--- src/shared/mpwm_defs.svh ---
// Register offsets, field positions, reset values and clock rate of the PWM unit
`ifndef MPWM_DEFS_SVH
`define MPWM_DEFS_SVH

`define MPWM_CLK_HZ          10000000
`define MPWM_OFS_PWR         8'h00
`define MPWM_OFS_PRESCALE    8'h04
`define MPWM_OFS_START       8'h08
`define MPWM_OFS_STOP        8'h0C
`define MPWM_OFS_ENABLE      8'h10
`define MPWM_OFS_MODE        8'h14
`define MPWM_OFS_OUTEN       8'h18
`define MPWM_OFS_OUTLVL      8'h1C
`define MPWM_OFS_OUTINV      8'h20
`define MPWM_OFS_OUTMODE     8'h24
`define MPWM_OFS_EVENTS      8'h28
`define MPWM_OFS_RELOAD0     8'h40
`define MPWM_OFS_COUNT0      8'h60
`define MPWM_OFS_STATFLAG0   8'h80
`define MPWM_NCH             3
`define MPWM_BIT_UNIT0       0
`define MPWM_BIT_UNIT1       1
`define MPWM_PS_A_LSB        0
`define MPWM_PS_B_LSB        4
`define MPWM_MODE_SEL_BIT    0
`define MPWM_RST_RELOAD      16'hFFFF
`define MPWM_RST_WORD        32'h0000_0000

`endif

--- src/shared/mpwm_pkg.sv ---
// Types shared by the PWM unit files
package mpwm_pkg;
    typedef enum logic [1:0] {
        MPWM_IDLE = 2'b00,
        MPWM_RUN  = 2'b01,
        MPWM_DONE = 2'b11
    } mpwm_slave_e;

    typedef struct packed {
        logic        cyc;
        logic        stb;
        logic        we;
        logic [3:0]  sel;
        logic [7:0]  adr;
        logic [31:0] dat;
    } mpwm_wb_req_s;

    typedef struct packed {
        logic        ack;
        logic [31:0] dat;
    } mpwm_wb_rsp_s;

    typedef logic [15:0] mpwm_count_t;
endpackage

--- src/hw/mpwm_prescaler.sv ---
// Prescaler that makes the two count-clock enable pulses
`timescale 1ns/1ps
`include "mpwm_defs.svh"

module mpwm_prescaler (
    input  wire logic       clk_i,
    input  wire logic       rst_i,
    input  wire logic       run_i,
    input  wire logic [3:0] sel_a_i,
    input  wire logic [3:0] sel_b_i,
    output logic            tick_a_o,
    output logic            tick_b_o
);
    logic [15:0] div;
    logic [15:0] div_prev;

    // Free divider; a rising bit N gives a pulse every 2^(N+1) cycles
    always_ff @(posedge clk_i) begin
        if (rst_i || !run_i) begin
            div      <= 16'h0000;
            div_prev <= 16'h0000;
        end else begin
            div      <= div + 16'h0001;
            div_prev <= div;
        end
    end

    // Select 0 passes the raw clock, so every cycle counts
    function automatic logic pick(input logic [3:0] s, input logic [15:0] d,
                                  input logic [15:0] dp, input logic run);
        if (!run) begin
            pick = 1'b0;
        end else if (s == 4'h0) begin
            pick = 1'b1;
        end else begin
            pick = d[s - 4'h1] && !dp[s - 4'h1];
        end
    endfunction

    assign tick_a_o = pick(sel_a_i, div, div_prev, run_i);
    assign tick_b_o = pick(sel_b_i, div, div_prev, run_i);
endmodule

--- src/hw/mpwm_top.sv ---
// Multi-channel PWM unit: one master period channel, two duty slaves, Wishbone regs
//
// Implementation choices: the Wishbone slave port and the register offsets.
`timescale 1ns/1ps
`include "mpwm_defs.svh"

module mpwm_top (
    input  wire logic                  clk_i,
    input  wire logic                  rst_i,
    input  wire mpwm_pkg::mpwm_wb_req_s wb_req_i,
    output mpwm_pkg::mpwm_wb_rsp_s      wb_rsp_o,
    output logic [2:0]                 timer_output_o,
    output logic [2:0]                 timer_output_oe_o,
    output logic                       master_period_irq_o,
    output logic [1:0]                 slave_done_irq_o
);
    localparam int NCH = `MPWM_NCH;

    logic [1:0]              peripheral_enable;
    logic [7:0]              clock_prescale_select;
    logic [NCH-1:0]          chan_enable_status;
    logic [NCH-1:0]          channel_mode_config;
    logic [NCH-1:0]          output_enable_bit;
    logic [NCH-1:0]          timer_output;
    logic [NCH-1:0]          output_level_invert;
    logic [NCH-1:0]          output_mode_select;
    mpwm_pkg::mpwm_count_t   reload_data  [NCH];
    mpwm_pkg::mpwm_count_t   down_counter [NCH];
    mpwm_pkg::mpwm_slave_e   slave_state  [NCH];
    logic [NCH-1:0]          count_level;
    logic [NCH-1:0]          event_seen;
    logic                    unit_on;
    logic                    tick_a;
    logic                    tick_b;
    logic [NCH-1:0]          tick;
    logic                    wr;
    logic                    rd_sel;
    logic                    soft_rst;
    logic                    start_wr;
    logic                    stop_wr;
    logic [NCH-1:0]          start_bits;
    logic [NCH-1:0]          stop_bits;
    logic                    master_start;
    logic                    master_wrap;
    logic                    period_evt;
    logic [31:0]             next_rdata;
    logic                    ack;
    logic [31:0]             rdata;

    assign unit_on  = peripheral_enable[`MPWM_BIT_UNIT0] | peripheral_enable[`MPWM_BIT_UNIT1];
    assign soft_rst = !unit_on;
    assign rd_sel   = wb_req_i.cyc && wb_req_i.stb && !ack;
    // Writes to channel registers are dropped while unpowered
    assign wr       = rd_sel && wb_req_i.we && wb_req_i.sel[0];
    assign start_wr = wr && unit_on && (wb_req_i.adr == `MPWM_OFS_START);
    assign stop_wr  = wr && unit_on && (wb_req_i.adr == `MPWM_OFS_STOP);
    assign start_bits = start_wr ? wb_req_i.dat[NCH-1:0] : '0;
    assign stop_bits  = stop_wr ? wb_req_i.dat[NCH-1:0] : '0;

    // Per-channel clock selection from the mode bit
    genvar g;
    generate
        for (g = 0; g < NCH; g++) begin : g_tick
            assign tick[g] = channel_mode_config[g] ? tick_b : tick_a;
        end
    endgenerate

    mpwm_prescaler u_prescaler (
        .clk_i    (clk_i),
        .rst_i    (rst_i),
        .run_i    (unit_on),
        .sel_a_i  (clock_prescale_select[3:0]),
        .sel_b_i  (clock_prescale_select[7:4]),
        .tick_a_o (tick_a),
        .tick_b_o (tick_b)
    );

    // Classic Wishbone: one-cycle ack, dropped the cycle after
    always_ff @(posedge clk_i) begin
        if (rst_i) begin
            ack   <= 1'b0;
            rdata <= `MPWM_RST_WORD;
        end else begin
            ack   <= rd_sel;
            rdata <= next_rdata;
        end
    end
    assign wb_rsp_o.ack = ack;
    assign wb_rsp_o.dat = rdata;

    // Power enable is never gated by itself
    always_ff @(posedge clk_i) begin
        if (rst_i) begin
            peripheral_enable <= 2'b00;
        end else if (wr && wb_req_i.adr == `MPWM_OFS_PWR) begin
            peripheral_enable <= wb_req_i.dat[1:0];
        end
    end

    // Config registers; all wiped by power-off
    always_ff @(posedge clk_i) begin
        if (rst_i || soft_rst) begin
            clock_prescale_select <= 8'h00;
            channel_mode_config   <= '0;
            output_enable_bit     <= '0;
            timer_output          <= '0;
            output_level_invert   <= '0;
            output_mode_select    <= '0;
            for (int i = 0; i < NCH; i++) begin
                reload_data[i] <= `MPWM_RST_RELOAD;
            end
        end else if (wr) begin
            if (wb_req_i.adr == `MPWM_OFS_PRESCALE) begin
                clock_prescale_select <= wb_req_i.dat[7:0];
            end else if (wb_req_i.adr == `MPWM_OFS_MODE) begin
                channel_mode_config <= wb_req_i.dat[NCH-1:0];
            end else if (wb_req_i.adr == `MPWM_OFS_OUTEN) begin
                output_enable_bit <= wb_req_i.dat[NCH-1:0];
            end else if (wb_req_i.adr == `MPWM_OFS_OUTLVL) begin
                timer_output <= wb_req_i.dat[NCH-1:0];
            end else if (wb_req_i.adr == `MPWM_OFS_OUTINV) begin
                output_level_invert <= wb_req_i.dat[NCH-1:0];
            end else if (wb_req_i.adr == `MPWM_OFS_OUTMODE) begin
                output_mode_select <= wb_req_i.dat[NCH-1:0];
            end else begin
                for (int i = 0; i < NCH; i++) begin
                    if (wb_req_i.adr == `MPWM_OFS_RELOAD0 + 8'(4 * i)) begin
                        reload_data[i] <= wb_req_i.dat[15:0];
                    end
                end
            end
        end
    end

    // Enable status: stop beats start if both written together
    always_ff @(posedge clk_i) begin
        if (rst_i || soft_rst) begin
            chan_enable_status <= '0;
        end else begin
            chan_enable_status <= (chan_enable_status | start_bits) & ~stop_bits;
        end
    end

    // Master: start loads at once and fires the period event
    assign master_start = start_bits[0];
    assign master_wrap  = chan_enable_status[0] && tick[0] && (down_counter[0] == 16'h0000);
    assign period_evt   = master_start || master_wrap;

    always_ff @(posedge clk_i) begin
        if (rst_i || soft_rst) begin
            down_counter[0] <= 16'h0000;
        end else if (period_evt) begin
            down_counter[0] <= reload_data[0];
        end else if (chan_enable_status[0] && tick[0] && !stop_bits[0]) begin
            down_counter[0] <= down_counter[0] - 16'h0001;
        end
    end

    always_ff @(posedge clk_i) begin
        if (rst_i || soft_rst) begin
            master_period_irq_o <= 1'b0;
        end else begin
            master_period_irq_o <= period_evt;
        end
    end

    // Slaves: one-count mode, loaded and armed by each period event while enabled or being started, and not being stopped
    generate
        for (g = 1; g < NCH; g++) begin : g_slave
            logic run_ok;
            assign run_ok = (chan_enable_status[g] || start_bits[g]) && !stop_bits[g];

            always_ff @(posedge clk_i) begin
                if (rst_i || soft_rst) begin
                    slave_state[g]  <= mpwm_pkg::MPWM_IDLE;
                    down_counter[g] <= 16'h0000;
                    count_level[g]  <= 1'b0;
                    event_seen[g]   <= 1'b0;
                end else if (period_evt && run_ok) begin
                    // Reload picked up only here, so a mid-period write waits
                    down_counter[g] <= reload_data[g];
                    event_seen[g]   <= 1'b1;
                    slave_state[g]  <= mpwm_pkg::MPWM_RUN;
                end else if (chan_enable_status[g] && !stop_bits[g] && tick[g]) begin
                    case (slave_state[g])
                        mpwm_pkg::MPWM_RUN: begin
                            if (event_seen[g]) begin
                                // First count after the event turns output on unless the loaded count is zero
                                event_seen[g]  <= 1'b0;
                                count_level[g] <= (down_counter[g] != 16'h0000);
                                if (down_counter[g] == 16'h0000) begin
                                    slave_state[g] <= mpwm_pkg::MPWM_DONE;
                                end else begin
                                    down_counter[g] <= down_counter[g] - 16'h0001;
                                end
                            end else if (down_counter[g] == 16'h0000) begin
                                count_level[g] <= 1'b0;
                                slave_state[g] <= mpwm_pkg::MPWM_DONE;
                            end else begin
                                down_counter[g] <= down_counter[g] - 16'h0001;
                            end
                        end
                        default: begin
                            // Done or idle: hold until the next period event
                            slave_state[g] <= slave_state[g];
                        end
                    endcase
                end
            end

            // Done pulse when the count reaches zero in run state
            always_ff @(posedge clk_i) begin
                if (rst_i || soft_rst) begin
                    slave_done_irq_o[g-1] <= 1'b0;
                end else begin
                    slave_done_irq_o[g-1] <= chan_enable_status[g] && !stop_bits[g] && tick[g]
                        && !period_evt && slave_state[g] == mpwm_pkg::MPWM_RUN
                        && down_counter[g] == 16'h0000;
                end
            end

            // Pin: counting level then polarity, or written level as it stands
            always_ff @(posedge clk_i) begin
                if (rst_i || soft_rst) begin
                    timer_output_o[g]    <= 1'b0;
                    timer_output_oe_o[g] <= 1'b0;
                end else begin
                    timer_output_oe_o[g] <= output_mode_select[g];
                    if (output_enable_bit[g]) begin
                        // Level held across a stop because count_level freezes
                        timer_output_o[g] <= count_level[g] ^ output_level_invert[g];
                    end else begin
                        timer_output_o[g] <= timer_output[g];
                    end
                end
            end
        end
    endgenerate

    // Master pin is never driven in this function
    assign timer_output_o[0]    = 1'b0;
    assign timer_output_oe_o[0] = 1'b0;
    assign slave_state[0] = mpwm_pkg::MPWM_IDLE;
    assign count_level[0] = 1'b0;
    assign event_seen[0]  = 1'b0;

    // Read mux; unmapped and status-flag words read zero
    always_comb begin
        next_rdata = `MPWM_RST_WORD;
        if (wb_req_i.adr == `MPWM_OFS_PWR) begin
            next_rdata = {30'h0, peripheral_enable};
        end else if (wb_req_i.adr == `MPWM_OFS_PRESCALE) begin
            next_rdata = {24'h0, clock_prescale_select};
        end else if (wb_req_i.adr == `MPWM_OFS_ENABLE) begin
            next_rdata = {29'h0, chan_enable_status};
        end else if (wb_req_i.adr == `MPWM_OFS_MODE) begin
            next_rdata = {29'h0, channel_mode_config};
        end else if (wb_req_i.adr == `MPWM_OFS_OUTEN) begin
            next_rdata = {29'h0, output_enable_bit};
        end else if (wb_req_i.adr == `MPWM_OFS_OUTLVL) begin
            next_rdata = {29'h0, timer_output};
        end else if (wb_req_i.adr == `MPWM_OFS_OUTINV) begin
            next_rdata = {29'h0, output_level_invert};
        end else if (wb_req_i.adr == `MPWM_OFS_OUTMODE) begin
            next_rdata = {29'h0, output_mode_select};
        end else begin
            for (int i = 0; i < NCH; i++) begin
                if (wb_req_i.adr == `MPWM_OFS_RELOAD0 + 8'(4 * i)) begin
                    next_rdata = {16'h0, reload_data[i]};
                end else if (wb_req_i.adr == `MPWM_OFS_COUNT0 + 8'(4 * i)) begin
                    next_rdata = {16'h0, down_counter[i]};
                end
            end
        end
    end
endmodule

--- config.mk ---
export PLATFORM = sky130hd
export DESIGN_NAME = mpwm_top
export DESIGN_NICKNAME = d
export VERILOG_FILES = /design/src/shared/mpwm_pkg.sv /design/src/hw/mpwm_prescaler.sv /design/src/hw/mpwm_top.sv
export VERILOG_INCLUDE_DIRS = /design/src /design/src/shared
export SDC_FILE = /design/constraint.sdc
export NUM_CORES = 1
export LEC_CHECK = 0
export ABC_AREA = 1
export CORE_ASPECT_RATIO = 0.8
export CORE_MARGIN = 2
export CORE_UTILIZATION = 34
export DETAILED_ROUTE_END_ITERATION = 10
export DONT_BUFFER_PORTS = 1
export GPL_TIMING_DRIVEN = 1
export PLACE_DENSITY_LB_ADDON = 0.08
export SYNTH_ARGS = -nofsm -noshare
export SYNTH_HDL_FRONTEND = slang
export SYNTH_SLANG_ARGS = --single-unit
--- constraint.sdc ---
create_clock -name clk_i -period 2.75 [get_ports clk_i]
set_input_delay 0.275 -clock clk_i [delete_from_list [all_inputs] [get_ports clk_i]]
set_output_delay 0.275 -clock clk_i [all_outputs]
set_load 0.1 [all_outputs]
==> results of run 1 <==
## worst max-delay path: stages (launching register included)
cell,delay [ns]
edfxtp_1,0.39
inv_2,0.10
ha_4,0.14
inv_2,0.04
nor2_4,0.14
nand2_4,0.08
nor2_4,0.15
nand4_4,0.11
nor2_4,0.16
nand4_2,0.11
nor2_2,0.14
buf_6,0.11
nand4_1,0.14
nand2_4,0.16
buf_6,0.12
nor2_4,0.06
buf_6,0.12
o21ai_0,0.05
o21ai_1,0.09
## cell families (layout without fill, tap and decap cells)
logic type | count (synthesis) | count (layout) | synth area share
xor gates and xnor gates | 33 | 33 | 0.02926
and+or+nand+nor | 506 | 507 | 0.2458
AOI/OAI and AO/OA | 217 | 217 | 0.1281
other | 1 | 18 | 0.0003796
adders and majority gates | 10 | 10 | 0.01267
buffers and inverters | 242 | 294 | 0.1055
DFF | 188 | 188 | 0.4783
## where the power goes
| part | total, mW | internal (mW) | switching (mW) |
|---|---|---|---|
| registers | 2.93 | 2.92 | 0.0120 |
| logic | 0.175 | 0.0194 | 0.156 |
| clock network | 2.69 | 1.47 | 1.22 |
| total | 5.79 | 4.40 | 1.39 |
## final timing paths
check	from	to	slack [ns]	cells after the start
max reg2reg	down_counter[0][1]$_DFFE_PP_	down_counter[0][2]$_DFFE_PP_	0.07	18
min	wb_req_i[2]	timer_output[2]$_SDFFE_PP0P_	0.03	2
min reg2reg	output_enable_bit[2]$_SDFFE_PP0P_	timer_output_o[2]$_SDFF_PP0_	0.46	1
max	down_counter[0][1]$_DFFE_PP_	down_counter[0][2]$_DFFE_PP_	0.07	18
## flip-flops by register name (all words and copies together) (netlist names), 3 cells and up
name / count
down_counter: 48
reload_data: 48
rdata: 16
u_prescaler.div: 16
u_prescaler.div_prev: 16
clock_prescale_select: 8
slave_state: 4
chan_enable_status: 3
channel_mode_config: 3
output_enable_bit: 3
output_level_invert: 3
output_mode_select: 3
timer_output: 3
## placed cells by master (no fill, tap or decap), drive strengths merged, types with 18 or more instances in the layout
cell and count:
o21ai 114, nand2 224, nor3 29, inv 202
nand4 28, dfxtp 92, a21oi 62, xor2 18
nand3 92, conb 18, nor2 120, edfxtp 96
buf 65, clkbuf 18
## per-layer routing
| metal | part of all wire | wire length [µm] | up-vias | track usage |
|---|---|---|---|---|
| met1 | 0.53 | 15440 | 3856 | 0.2973 |
| met3 | 0.040 | 1155 | 22 | 0.02996 |
| li1 | - | - | 4058 | - |
| met4 | 0.015 | 422 | 0 | 0.05055 |
| met2 | 0.41 | 12070 | 166 | 0.2796 |
| met5 | 0 | 0 | - | 0 |
## synthesized netlist by cell type (2+ instances only)
library cell  number  area share
dfxtp_1           92        0.19
nand2_2            8      0.0051
o211ai_1           4      0.0030
nand4_2            2      0.0025
o21ai_0           87       0.044
nor4_1             4      0.0025
edfxtp_1          96        0.29
a21oi_1           60       0.030
nand3b_4           2      0.0041
clkbuf_1           9      0.0034
nor4_2             2      0.0025
nand3b_1           3      0.0023
buf_1              2     0.00076
buf_6              4      0.0046
inv_2             16      0.0061
nor2_4             8      0.0091
o211a_1            2      0.0020
ha_1              10       0.013
nand2_1          214       0.081
nor2_1            98       0.037
nand4_1           25       0.016
o2111ai_1          5      0.0044
o22ai_1            7      0.0044
o21ai_2           17       0.015
nand2_4            2      0.0023
nand3_1           88       0.045
xor2_1            18       0.016
nand3_4            2      0.0035
nor3_1            25       0.013
buf_2              8      0.0041
a31oi_1            8      0.0051
o21ai_1           10      0.0051
nor3_2             4      0.0041
nor2_2            12      0.0076
a221oi_1          10      0.0089
nand3_2            2      0.0020
a21oi_2            2      0.0018
buf_4             25       0.019
xnor2_1           15       0.013
nor3b_1            2      0.0015
inv_1            178       0.068
## metrics by stage
stage | total power [mW] | hold WS (ns) | setup WS [ns] | cell area [µm²] | instances
4_1_cts | 5.855 | 0.009926 | 0.02173 | 11260 | 1629
6_report | 5.794 | 0.02527 | 0.07349 | 11510 | 1637
2_1_floorplan | 3.165 | 0.3474 | 0.07735 | 9942 | 1214
5_1_grt | 5.979 | 0.004944 | -0.1019 | 11510 | 1637
3_3_place_gp | 3.164 | 0.3484 | 0.04934 | 10610 | 1595
3_5_place_dp | 3.164 | 0.3505 | 0.05280 | 10610 | 1595
## what timing repair did
action                                 4_1_cts  5_1_grt
hold buffers                                 2        0
gates resized for setup                      0       45
endpoints found under the hold margin        2        0
setup endpoints to repair                    0       96
setup buffers                                0        6
## layout make-up
cell class | instances | area [µm²]
Clock buffer | 17 | 425.4
Clock inverter | 15 | 201.4
Fill cell | 2925 | 16910
Inverter | 194 | 730.7
Multi-Input combinational cell | 785 | 4320
Sequential cell | 188 | 4725
Tap cell | 370 | 462.9
Timing Repair Buffer | 68 | 646.9
==> flow_results.org, run 1 <==
** STA
- Worst clock skew on the final layout :: approximately 0.013 ns
- Headroom to the max-slew limit :: 0.3593
- The number of hold violations in the final report was 0.
- The smallest clock period supported by the final layout is computed as approximately 2.7 ns.
- The number of pins exceeding their max-slew limit in the final report was 0.
- Highest clock frequency the design can meet :: 373.6 MHz
- Slew @ Worst Pin :: 0.9597 ns
- Setup repair after global routing could not meet its margin everywhere.
- For the final routed database, the setup TNS stands at 0 ns.
- Portion of the clock cycle consumed by the worst path in the final layout :: 0.9733
- Setup violations remaining at the end of the flow were counted as 0.

** Global route
- Via count of the first global-routing pass :: 7715
- First-pass GRT wire length :: roughly 45 mm
- Largest net degree at the start of global routing :: 39
- The total overflow left after global routing is 0.
- Antenna violations before repair :: 0
- GR Util All Layers :: 0.1936

** Clocking
- For the worst-skew pair, the clock arrives at the later sink with an insertion delay of 0.45 ns.
- In this run the number of H-tree levels came out at 4.
- After clock tree synthesis, the clock-pin slew on the worst setup and hold paths is approximately 0.08 ns.
- CTS sink count :: 188
- Number of buffers added by the clock tree synthesis step :: 17
- TritonCTS built the clock tree.
- In this run the deepest clock path goes through 2 buffers.
- The root buffer cell chosen for the clock tree is clkbuf_16.

** Power
- For this design the ratio of total power to cell area is slightly above 500 nW/µm².
- Summed over all cells, the static leakage comes to between 4 and 5 nW.
- Across the VDD grid, the largest voltage drop is 0.4426 mV.

** Yosys
- For this run, the register share of the synthesized area comes to 0.4783.
- In this run, synthesis inferred between 90 and 100 flip-flops with an integrated enable.
- Counting flops and latches in the post-synthesis netlist gives 188.
- Post-synthesis instance area :: 9878 µm²
- Synthesis handed over a netlist of 1197 instances.
- Yosys printed 0 warnings.
- Predominant post-synthesis flop cell :: edfxtp_1
- Distinct cell type count of the synthesized netlist :: 50
- Fraction of synthesis flops using an asynchronous set or reset pin :: 0
- Average cell area after synthesis :: 8.252 µm²

** Final layout
- At the end of the flow the core is filled with cells to 0.4051.
- Fraction of final layout cells with drive strength greater than 1 :: 0.1563
- At the end of the flow, the number of nets in the layout was 1313.
- 0 antenna diodes ended up in the layout.
- Compared with the post-synthesis result, the final layout area differs by 16.54%.

** Floorplanning
- Effective utilization at floorplan :: 0.3476
- Area enclosed by the die boundary :: 30440 µm²
- In this run the horizontal extent of the chip is 194.6 µm.
- After floorplanning, the core was divided into between 50 and 60 placement rows.
- Vertical extent of the die :: 156.5 µm
- Placeable core region :: 28420 µm²
- Pin placement for this block handled between 90 and 100 I/O pins.

** Run status
- Status :: finished clean

** Route
- The first routing iteration left 652 violations.
- For this block, the routed nets add up to about 29 mm of wire.
- Number of iterations in the first detailed-routing pass :: 5
- Dividing the detail-routed via count by the number of cells gives 4.949.
- For this run, design rule violations remaining after detail routing come to 0.
- Routed via count :: just over 8000
- In this run the remaining antenna-violating nets after routing total 0.
- Detailed-route wire length per cell :: around 18 µm

** Setup path
- Critical Path End Type :: register
- The setup path with the least slack is of type reg2reg.
- In this run the worst path has a maximum fanout of 6.
- Worst Setup Start Kind :: register
- Arrival time of data at the critical path endpoint :: 2.86 ns
- Required arrival time at the worst endpoint :: about 2.9 ns

** Placed design
- Port-buffer cells :: 0
- Estimated wirelength of the detail-placed design :: 21.83 mm
- The congestion estimate from routability-driven global placement came to roughly 0.8.

** Run
- Reported max-cap violation count :: 0

** Hold path
- The tightest min-delay check is of the in2reg type.
Note: power is estimated with default switching activity, not from simulation.
==> run 2, diff against run 1 <==
--- a/config.mk
+++ b/config.mk
@@ -13,6 +13,7 @@
 export DETAILED_ROUTE_END_ITERATION = 10
 export DONT_BUFFER_PORTS = 1
 export GPL_TIMING_DRIVEN = 1
+export MAX_ROUTING_LAYER = met4
 export PLACE_DENSITY_LB_ADDON = 0.08
 export SYNTH_ARGS = -nofsm -noshare
 export SYNTH_HDL_FRONTEND = slang
==> flow_results.org, run 2 (same netlist as run 1, synthesis figures left out) <==
** Clocking
- Number of buffers added by the clock tree synthesis step :: 17
- The H-tree was split into 4 levels.
- Worst-path clk slew :: 0.08 ns
- In this run the clock root is driven by a clkbuf_16.
- TritonCTS built the clock tree.
- CTS sink count :: 188
- Worst-Skew Late Latency :: roughly 0.45 ns
- Counting along the longest clock path gives a buffer depth of 2.

** Power
- Part of the power in combinational logic :: 0.030
- Share of total power consumed by net switching :: 0.2397
- Clock Power Share :: 0.464
- Static Leak :: 4.661 nW
- Cell Int Power :: 4.404 mW
- Total power per unit cell area :: 503.1 nW/µm²
- Switching power of the nets :: 1.389 mW
- Worst VDD drop :: ~0.45 mV
- The share of total power dissipated in sequential elements is 0.505.

** Placed design
- Port-buffer cells :: 0
- Estimated wirelength of the detail-placed design :: around 22 mm
- Once placement finished, the instance area stood at 10610 µm².
- Final weighted congestion in routability-driven placement :: 0.8165

** Setup path
- Of all nets on the critical path, the largest fanout is 8.
- Worst setup path class :: reg2reg
- In this run the register-to-register setup slack is around 0.063 ns.
- Depth of the worst register-to-register path :: 18
- Data arrives at the worst endpoint at slightly below 3 ns.
- The critical path goes through inv_2 -> ha_4 -> inv_2 -> nor2_4 -> nand2_4 -> nor2_4 -> nand4_4 -> nor2_4 -> nand4_2 -> nor2_2 -> buf_6 -> nand4_1 -> nand2_4 -> buf_6 -> nor2_4 -> buf_12 -> o21ai_1 -> nand2_1.
- Following the worst setup path forward leads to its endpoint at down_counter[0][14]$_DFFE_PP_.
- For this run, the slowest stage of the critical path takes 0.41 ns.
- Number of cells on the critical path :: 18
- RR Startpoint :: down_counter[0][0]$_DFFE_PP_
- Slowest cell on the critical path :: edfxtp_1
- Destination of the worst register-to-register timing path :: down_counter[0][14]$_DFFE_PP_
- The worst setup path is launched from a register.
- Together, buffers and inverters on the worst path number 5.
- Category of cells accounting for the largest share of critical-path delay :: simple AND/OR/NAND/NOR gates
- Critical Path End Type :: register
- Critical Path Start :: down_counter[0][0]$_DFFE_PP_
- For the worst setup path, the data required time is 2.95 ns.
- The cell that appears most often on the critical path is nor2_4.

** STA
- RSZ-0062 raised after global routing :: yes
- Final Hold Vio Count :: 0
- Headroom to the max-slew limit :: 0.3593
- At the pin with the least slew margin, the transition time is 0.9597 ns.
- Max-slew violations :: 0
- Highest clock frequency the design can meet :: 372.2 MHz
- Across the routed clock network, the largest skew measured is 0.01470 ns.
- Total negative setup slack :: 0 ns
- The routed design could run at a clock period as short as 2.687 ns.
- Portion of the clock cycle consumed by the worst path in the final layout :: 0.9771
- Setup violations remaining at the end of the flow were counted as 0.

** Route
- Number of iterations in the first detailed-routing pass :: 4
- In this run the remaining antenna-violating nets after routing total 0.
- Detailed-route DRC error count :: 0
- Dividing the detail-routed wire length by the instance count gives 17.74 µm.
- Via-per-instance ratio :: 4.936
- Routed via count :: just over 8000
- Sum of routed wire length over all layers :: around 29 mm
- The detailed router finished its first iteration with 601 violations.

** Global route
- Global routing finished with a remaining overflow of 0.
- For this run, the total global-route usage over all layers was measured as 0.1994.
- The number of antenna violations at the first check in global routing came to 0.
- Largest net degree at the start of global routing :: 39
- Via count of the first global-routing pass :: 7714
- The first global-routing pass estimated 44.94 mm of wire.

** Floorplanning
- Area enclosed by the die boundary :: between 30000 and 40000 µm²
- The floorplan step defined a core boundary enclosing approximately 28000 µm².
- Effective utilization at floorplan :: 0.3476
- In this run the count of I/O pins placed on the die edge is 91.
- The floorplan step set the die height to 156.5 µm.
- Floorplan row count :: 55
- Width of the chip :: around 190 µm

** Final layout
- Cell area after layout :: 11510 µm²
- Fraction of final layout cells with drive strength greater than 1 :: 0.1571
- Filler cells :: 2924
- The largest registers in the layout are down_counter: 48 flops, reload_data: 48 flops.
- The library cells used most frequently in the layout, excluding fill and tap cells, are nand2_1, inv_1, nor2_1.
- 0 antenna diodes ended up in the layout.
- At the end of the flow, the number of nets in the layout was 1313.
- Relative area change from synthesis to final layout :: 16.57%
- Most common cell after layout, fill and taps aside :: nand2_1

** Run status
- Status :: finished clean

** Hold path
- Tightest Hold Check Type :: in2reg

** Run
- Max-cap violations in this run came to 0.
-- run 2: worst reg2reg max path: stages (launching register included) --
cell and delay (ns):
edfxtp_1 0.41, inv_2 0.09, ha_4 0.13, inv_2 0.04, nor2_4 0.14, nand2_4 0.08, nor2_4 0.15, nand4_4 0.11
nor2_4 0.17, nand4_2 0.11, nor2_2 0.14, buf_6 0.11, nand4_1 0.14, nand2_4 0.16, buf_6 0.13, nor2_4 0.06
buf_12 0.15, o21ai_1 0.07, nand2_1 0.06
-- run 2: worst min-delay path by stage --
stage	start	to	slack (ns)	cells after the start
after floorplan	rst_i	ack$_SDFF_PP0_	0.35	1
after global placement	rst_i	ack$_SDFF_PP0_	0.35	1
after detailed placement	rst_i	ack$_SDFF_PP0_	0.35	1
after CTS	wb_req_i[1]	timer_output[1]$_SDFFE_PP0P_	0.01	2
after global routing	wb_req_i[1]	output_level_invert[1]$_SDFFE_PP0P_	0.004	2
final	wb_req_i[1]	output_level_invert[1]$_SDFFE_PP0P_	0.02	2
-- run 2: repair_timing --
| action | 4_1_cts | 5_1_grt |
|---|---|---|
| setup buffers | 0 | 6 |
| endpoints found under the hold margin | 2 | 0 |
| gates resized for setup | 0 | 46 |
| setup endpoints to repair | 0 | 96 |
| hold buffers | 2 | 0 |
-- run 2: power groups by stage --
stage	sequential [mW]	combinational (mW)	clock, mW
global route	2.93	0.184	2.86
global placement	2.99	0.172	0
CTS	2.93	0.174	2.75
floorplan	2.99	0.173	0
detailed placement	2.99	0.172	0
finish	2.93	0.175	2.69
-- run 2: per-layer routing --
layer  up-vias  global-route usage  share of wire
met3        23             0.02953          0.038
met4         0             0.05055          0.015
met2       167              0.2808           0.42
met1      3833              0.2963           0.53
met5         -                   -              0
li1       4057                   -              -
-- run 2: cell type report --
class / instances / area, µm² / area share
clock inverter: 15 / 201.4 / 0.01749
multi-input combinational: 785 / 4323 / 0.3754
clock buffer: 17 / 425.4 / 0.03694
tap: 370 / 462.9 / 0.04020
sequential: 188 / 4725 / 0.4103
inverter: 194 / 730.7 / 0.06346
timing repair buffer: 68 / 646.9 / 0.05618
-- run 2: per-stage QoR --
step	std cells	setup WS, ns	hold slack, ns	utilization	power (mW)
floorplan	1214	0.07735	0.3474	-	3.165
global placement	1595	0.04934	0.3484	0.3733	3.164
detailed placement	1595	0.05280	0.3505	0.3733	3.164
CTS	1629	0.02173	0.009926	0.3960	5.855
global route	1637	-0.1024	0.004369	0.4052	5.976
finish	1637	0.06306	0.02266	0.4052	5.793
==> run 3, diff against run 2 <==
--- a/config.mk
+++ b/config.mk
@@ -7,12 +7,12 @@
 export NUM_CORES = 1
 export LEC_CHECK = 0
 export ABC_AREA = 1
-export CORE_ASPECT_RATIO = 0.8
 export CORE_MARGIN = 2
 export CORE_UTILIZATION = 34
 export DETAILED_ROUTE_END_ITERATION = 10
 export DONT_BUFFER_PORTS = 1
 export GPL_TIMING_DRIVEN = 1
+export HOLD_SLACK_MARGIN = 0.15
 export MAX_ROUTING_LAYER = met4
 export PLACE_DENSITY_LB_ADDON = 0.08
 export SYNTH_ARGS = -nofsm -noshare
==> flow_results.org, run 3 (same netlist as run 1, synthesis figures left out) <==
** Final layout
- Highest-count cells in the layout ignoring fill and taps :: nand2_1, inv_1, nor2_1
- At the end of the flow, the number of nets in the layout was 1315.
- Biggest registers after layout :: down_counter: 48 flops, reload_data: 48 flops
- The number of antenna diodes in the final layout is 0.
- Fraction of final layout cells with drive strength greater than 1 :: 0.1458
- Most common cell after layout, fill and taps aside :: nand2_1
- Relative area change from synthesis to final layout :: 16.78%

** STA
- Minimum hold slack :: around 0.15 ns
- Portion of the clock cycle consumed by the worst path in the final layout :: 0.9419
- Max-slew violations :: 0
- Adding up every negative setup slack in the final design gives 0 ns.
- RSZ-0062 raised after global routing :: yes
- Slew @ Worst Pin :: between 0.9 and 1 ns
- Headroom to the max-slew limit :: 0.3607
- Min Tclk post-route :: 2.590 ns
- Total of endpoints with negative setup slack in the final report :: 0
- Timing would allow up to 386.1 MHz.
- In the post-route analysis, the smallest setup slack over all paths is 0.1598 ns.
- On the final layout, the worst clock skew is between 0.01 and 0.015 ns.
- The number of hold violations in the final report is 0.

** Power
- Summing internal, switching and leakage power gives a little under 6 mW.
- Total power per unit cell area :: just over 500 nW/µm²
- The worst-case IR drop observed on VDD is between 0.3 and 0.4 mV.
- Static Leak :: 4.657 nW

** Global route
- First-pass GRT wire length :: 44.12 mm
- Largest net degree at the start of global routing :: 24
- The via count of the first global-routing pass is roughly 7900.
- Across every metal layer, demand over resource in global routing totals 0.1959.
- The total overflow left after global routing is 0.
- The number of antenna violations at the first check in global routing was 0.

** Placed design
- During placement, the flow inserted port buffers numbering 0.
- Estimated wirelength of the detail-placed design :: 21.61 mm
- Worst setup slack before clock tree synthesis :: about 0.019 ns
- Final weighted congestion in routability-driven placement :: 0.8537

** Setup path
- Data on the critical path arrives at its endpoint at 2.87 ns.
- RR Startpoint :: down_counter[0][0]$_DFFE_PP_
- Worst setup path class :: reg2reg
- The worst setup path is captured at a register.
- Worst-path fanout max :: 6
- Worst Setup Start Kind :: register
- The critical path starts at down_counter[0][0]$_DFFE_PP_.
- Required arrival time at the worst endpoint :: 3.03 ns

** Clocking
- The clock passes through at most 2 buffers.
- The H-tree was split into 4 levels.
- Counting the buffers created by CTS gives 17.
- CTS placed an instance of clkbuf_16 at the clock tree root.
- Worst-Skew Late Latency :: 0.44 ns
- The clock drives 188 sinks.
- Clock tree from TritonCTS :: built
- Worst-path clk slew :: ~0.080 ns

** Route
- Iter 0 DRT Violations :: 534
- In the routed design, unresolved DRC markers number 0.
- The detailed router placed 7991 vias in this run.
- Using the TritonRoute via totals, the vias-per-cell ratio works out to 4.834.
- Summed over all layers, the routed wires come to 28.39 mm.
- Once detail routing completed, the nets flagged for antenna violations numbered 0.
- Detailed-route wire length per cell :: 17.17 µm
- Before antenna repair, the detailed router went through 5 iterations.

** Run status
- Status :: finished clean

** Floorplanning
- Effective utilization at floorplan :: 0.3451
- Placeable core region :: 28630 µm²
- From left edge to right edge, the die measures 174.5 µm.
- Floorplan row count :: 62
- 91 I/O pins were placed.
- The floorplan step defined a die boundary enclosing about 30000 µm².
- The die is 174.5 µm tall.

** Hold path
- Start point of the worst hold path :: wb_req_i[11]
- The tightest min-delay check is of the in2reg type.

** Run
- Max-cap violations in this run came to 0.
## run 3: what timing repair did
action / in CTS / in global routing
endpoints found under the setup margin: 11 / 100
pin swaps: 0 / 9
resized for setup: 1 / 37
cloned: 0 / 1
hold endpoints to repair: 56 / 0
buffers inserted: 0 / 4
hold buffers: 16 / 0
## run 3: final cells by class
class,instances,area (µm²)
inverter,194,733.2
clock buffer,20,489.2
multi-input combinational,784,4283
sequential,188,4725
tap,384,480.5
clock inverter,12,145.1
timing repair buffer,71,680.7
fill,2941,17090
## run 3: worst paths after layout
path / slack [ns] / cells after the start / endpoint
max reg2reg: 0.16 / 15 / down_counter[0][2]$_DFFE_PP_
max: 0.16 / 15 / down_counter[0][2]$_DFFE_PP_
min reg2reg: 0.45 / 2 / output_level_invert[0]$_SDFFE_PP0P_
min: 0.15 / 2 / reload_data[0][43]$_DFFE_PP_
## run 3: critical path, stage by stage (launching register included)
cell,delay (ns)
edfxtp_1,0.40
inv_2,0.11
ha_4,0.14
inv_2,0.04
nor2_4,0.13
nand2_4,0.08
nor2_4,0.15
nand4_4,0.10
nor2_4,0.16
nand4_4,0.11
nor2_4,0.20
nand4_1,0.15
nand2_4,0.16
nand2_4,0.13
buf_4,0.20
o21ai_1,0.16
## run 3: metal layers
| layer | vias to the layer above | GRT usage | part of all wire |
|---|---|---|---|
| met2 | 163 | 0.3165 | 0.47 |
| met5 | - | - | 0 |
| met1 | 3745 | 0.2582 | 0.48 |
| met3 | 18 | 0.03259 | 0.037 |
| met4 | 0 | 0.04377 | 0.011 |
| li1 | 4065 | - | - |
## run 3: per-stage QoR
stage	instance area (µm²)	instances	util
2_1_floorplan	9942	1214	-
6_report	11540	1653	0.4030
3_3_place_gp	10570	1601	0.3691
5_1_grt	11540	1653	0.4030
4_1_cts	11360	1649	0.3969
3_5_place_dp	10570	1601	0.3691
## run 3: power breakdown
part	switching [mW]	internal, mW	total (mW)
sequential	0.0121	2.92	2.93
clock	1.19	1.50	2.69
combinational	0.164	0.0321	0.197
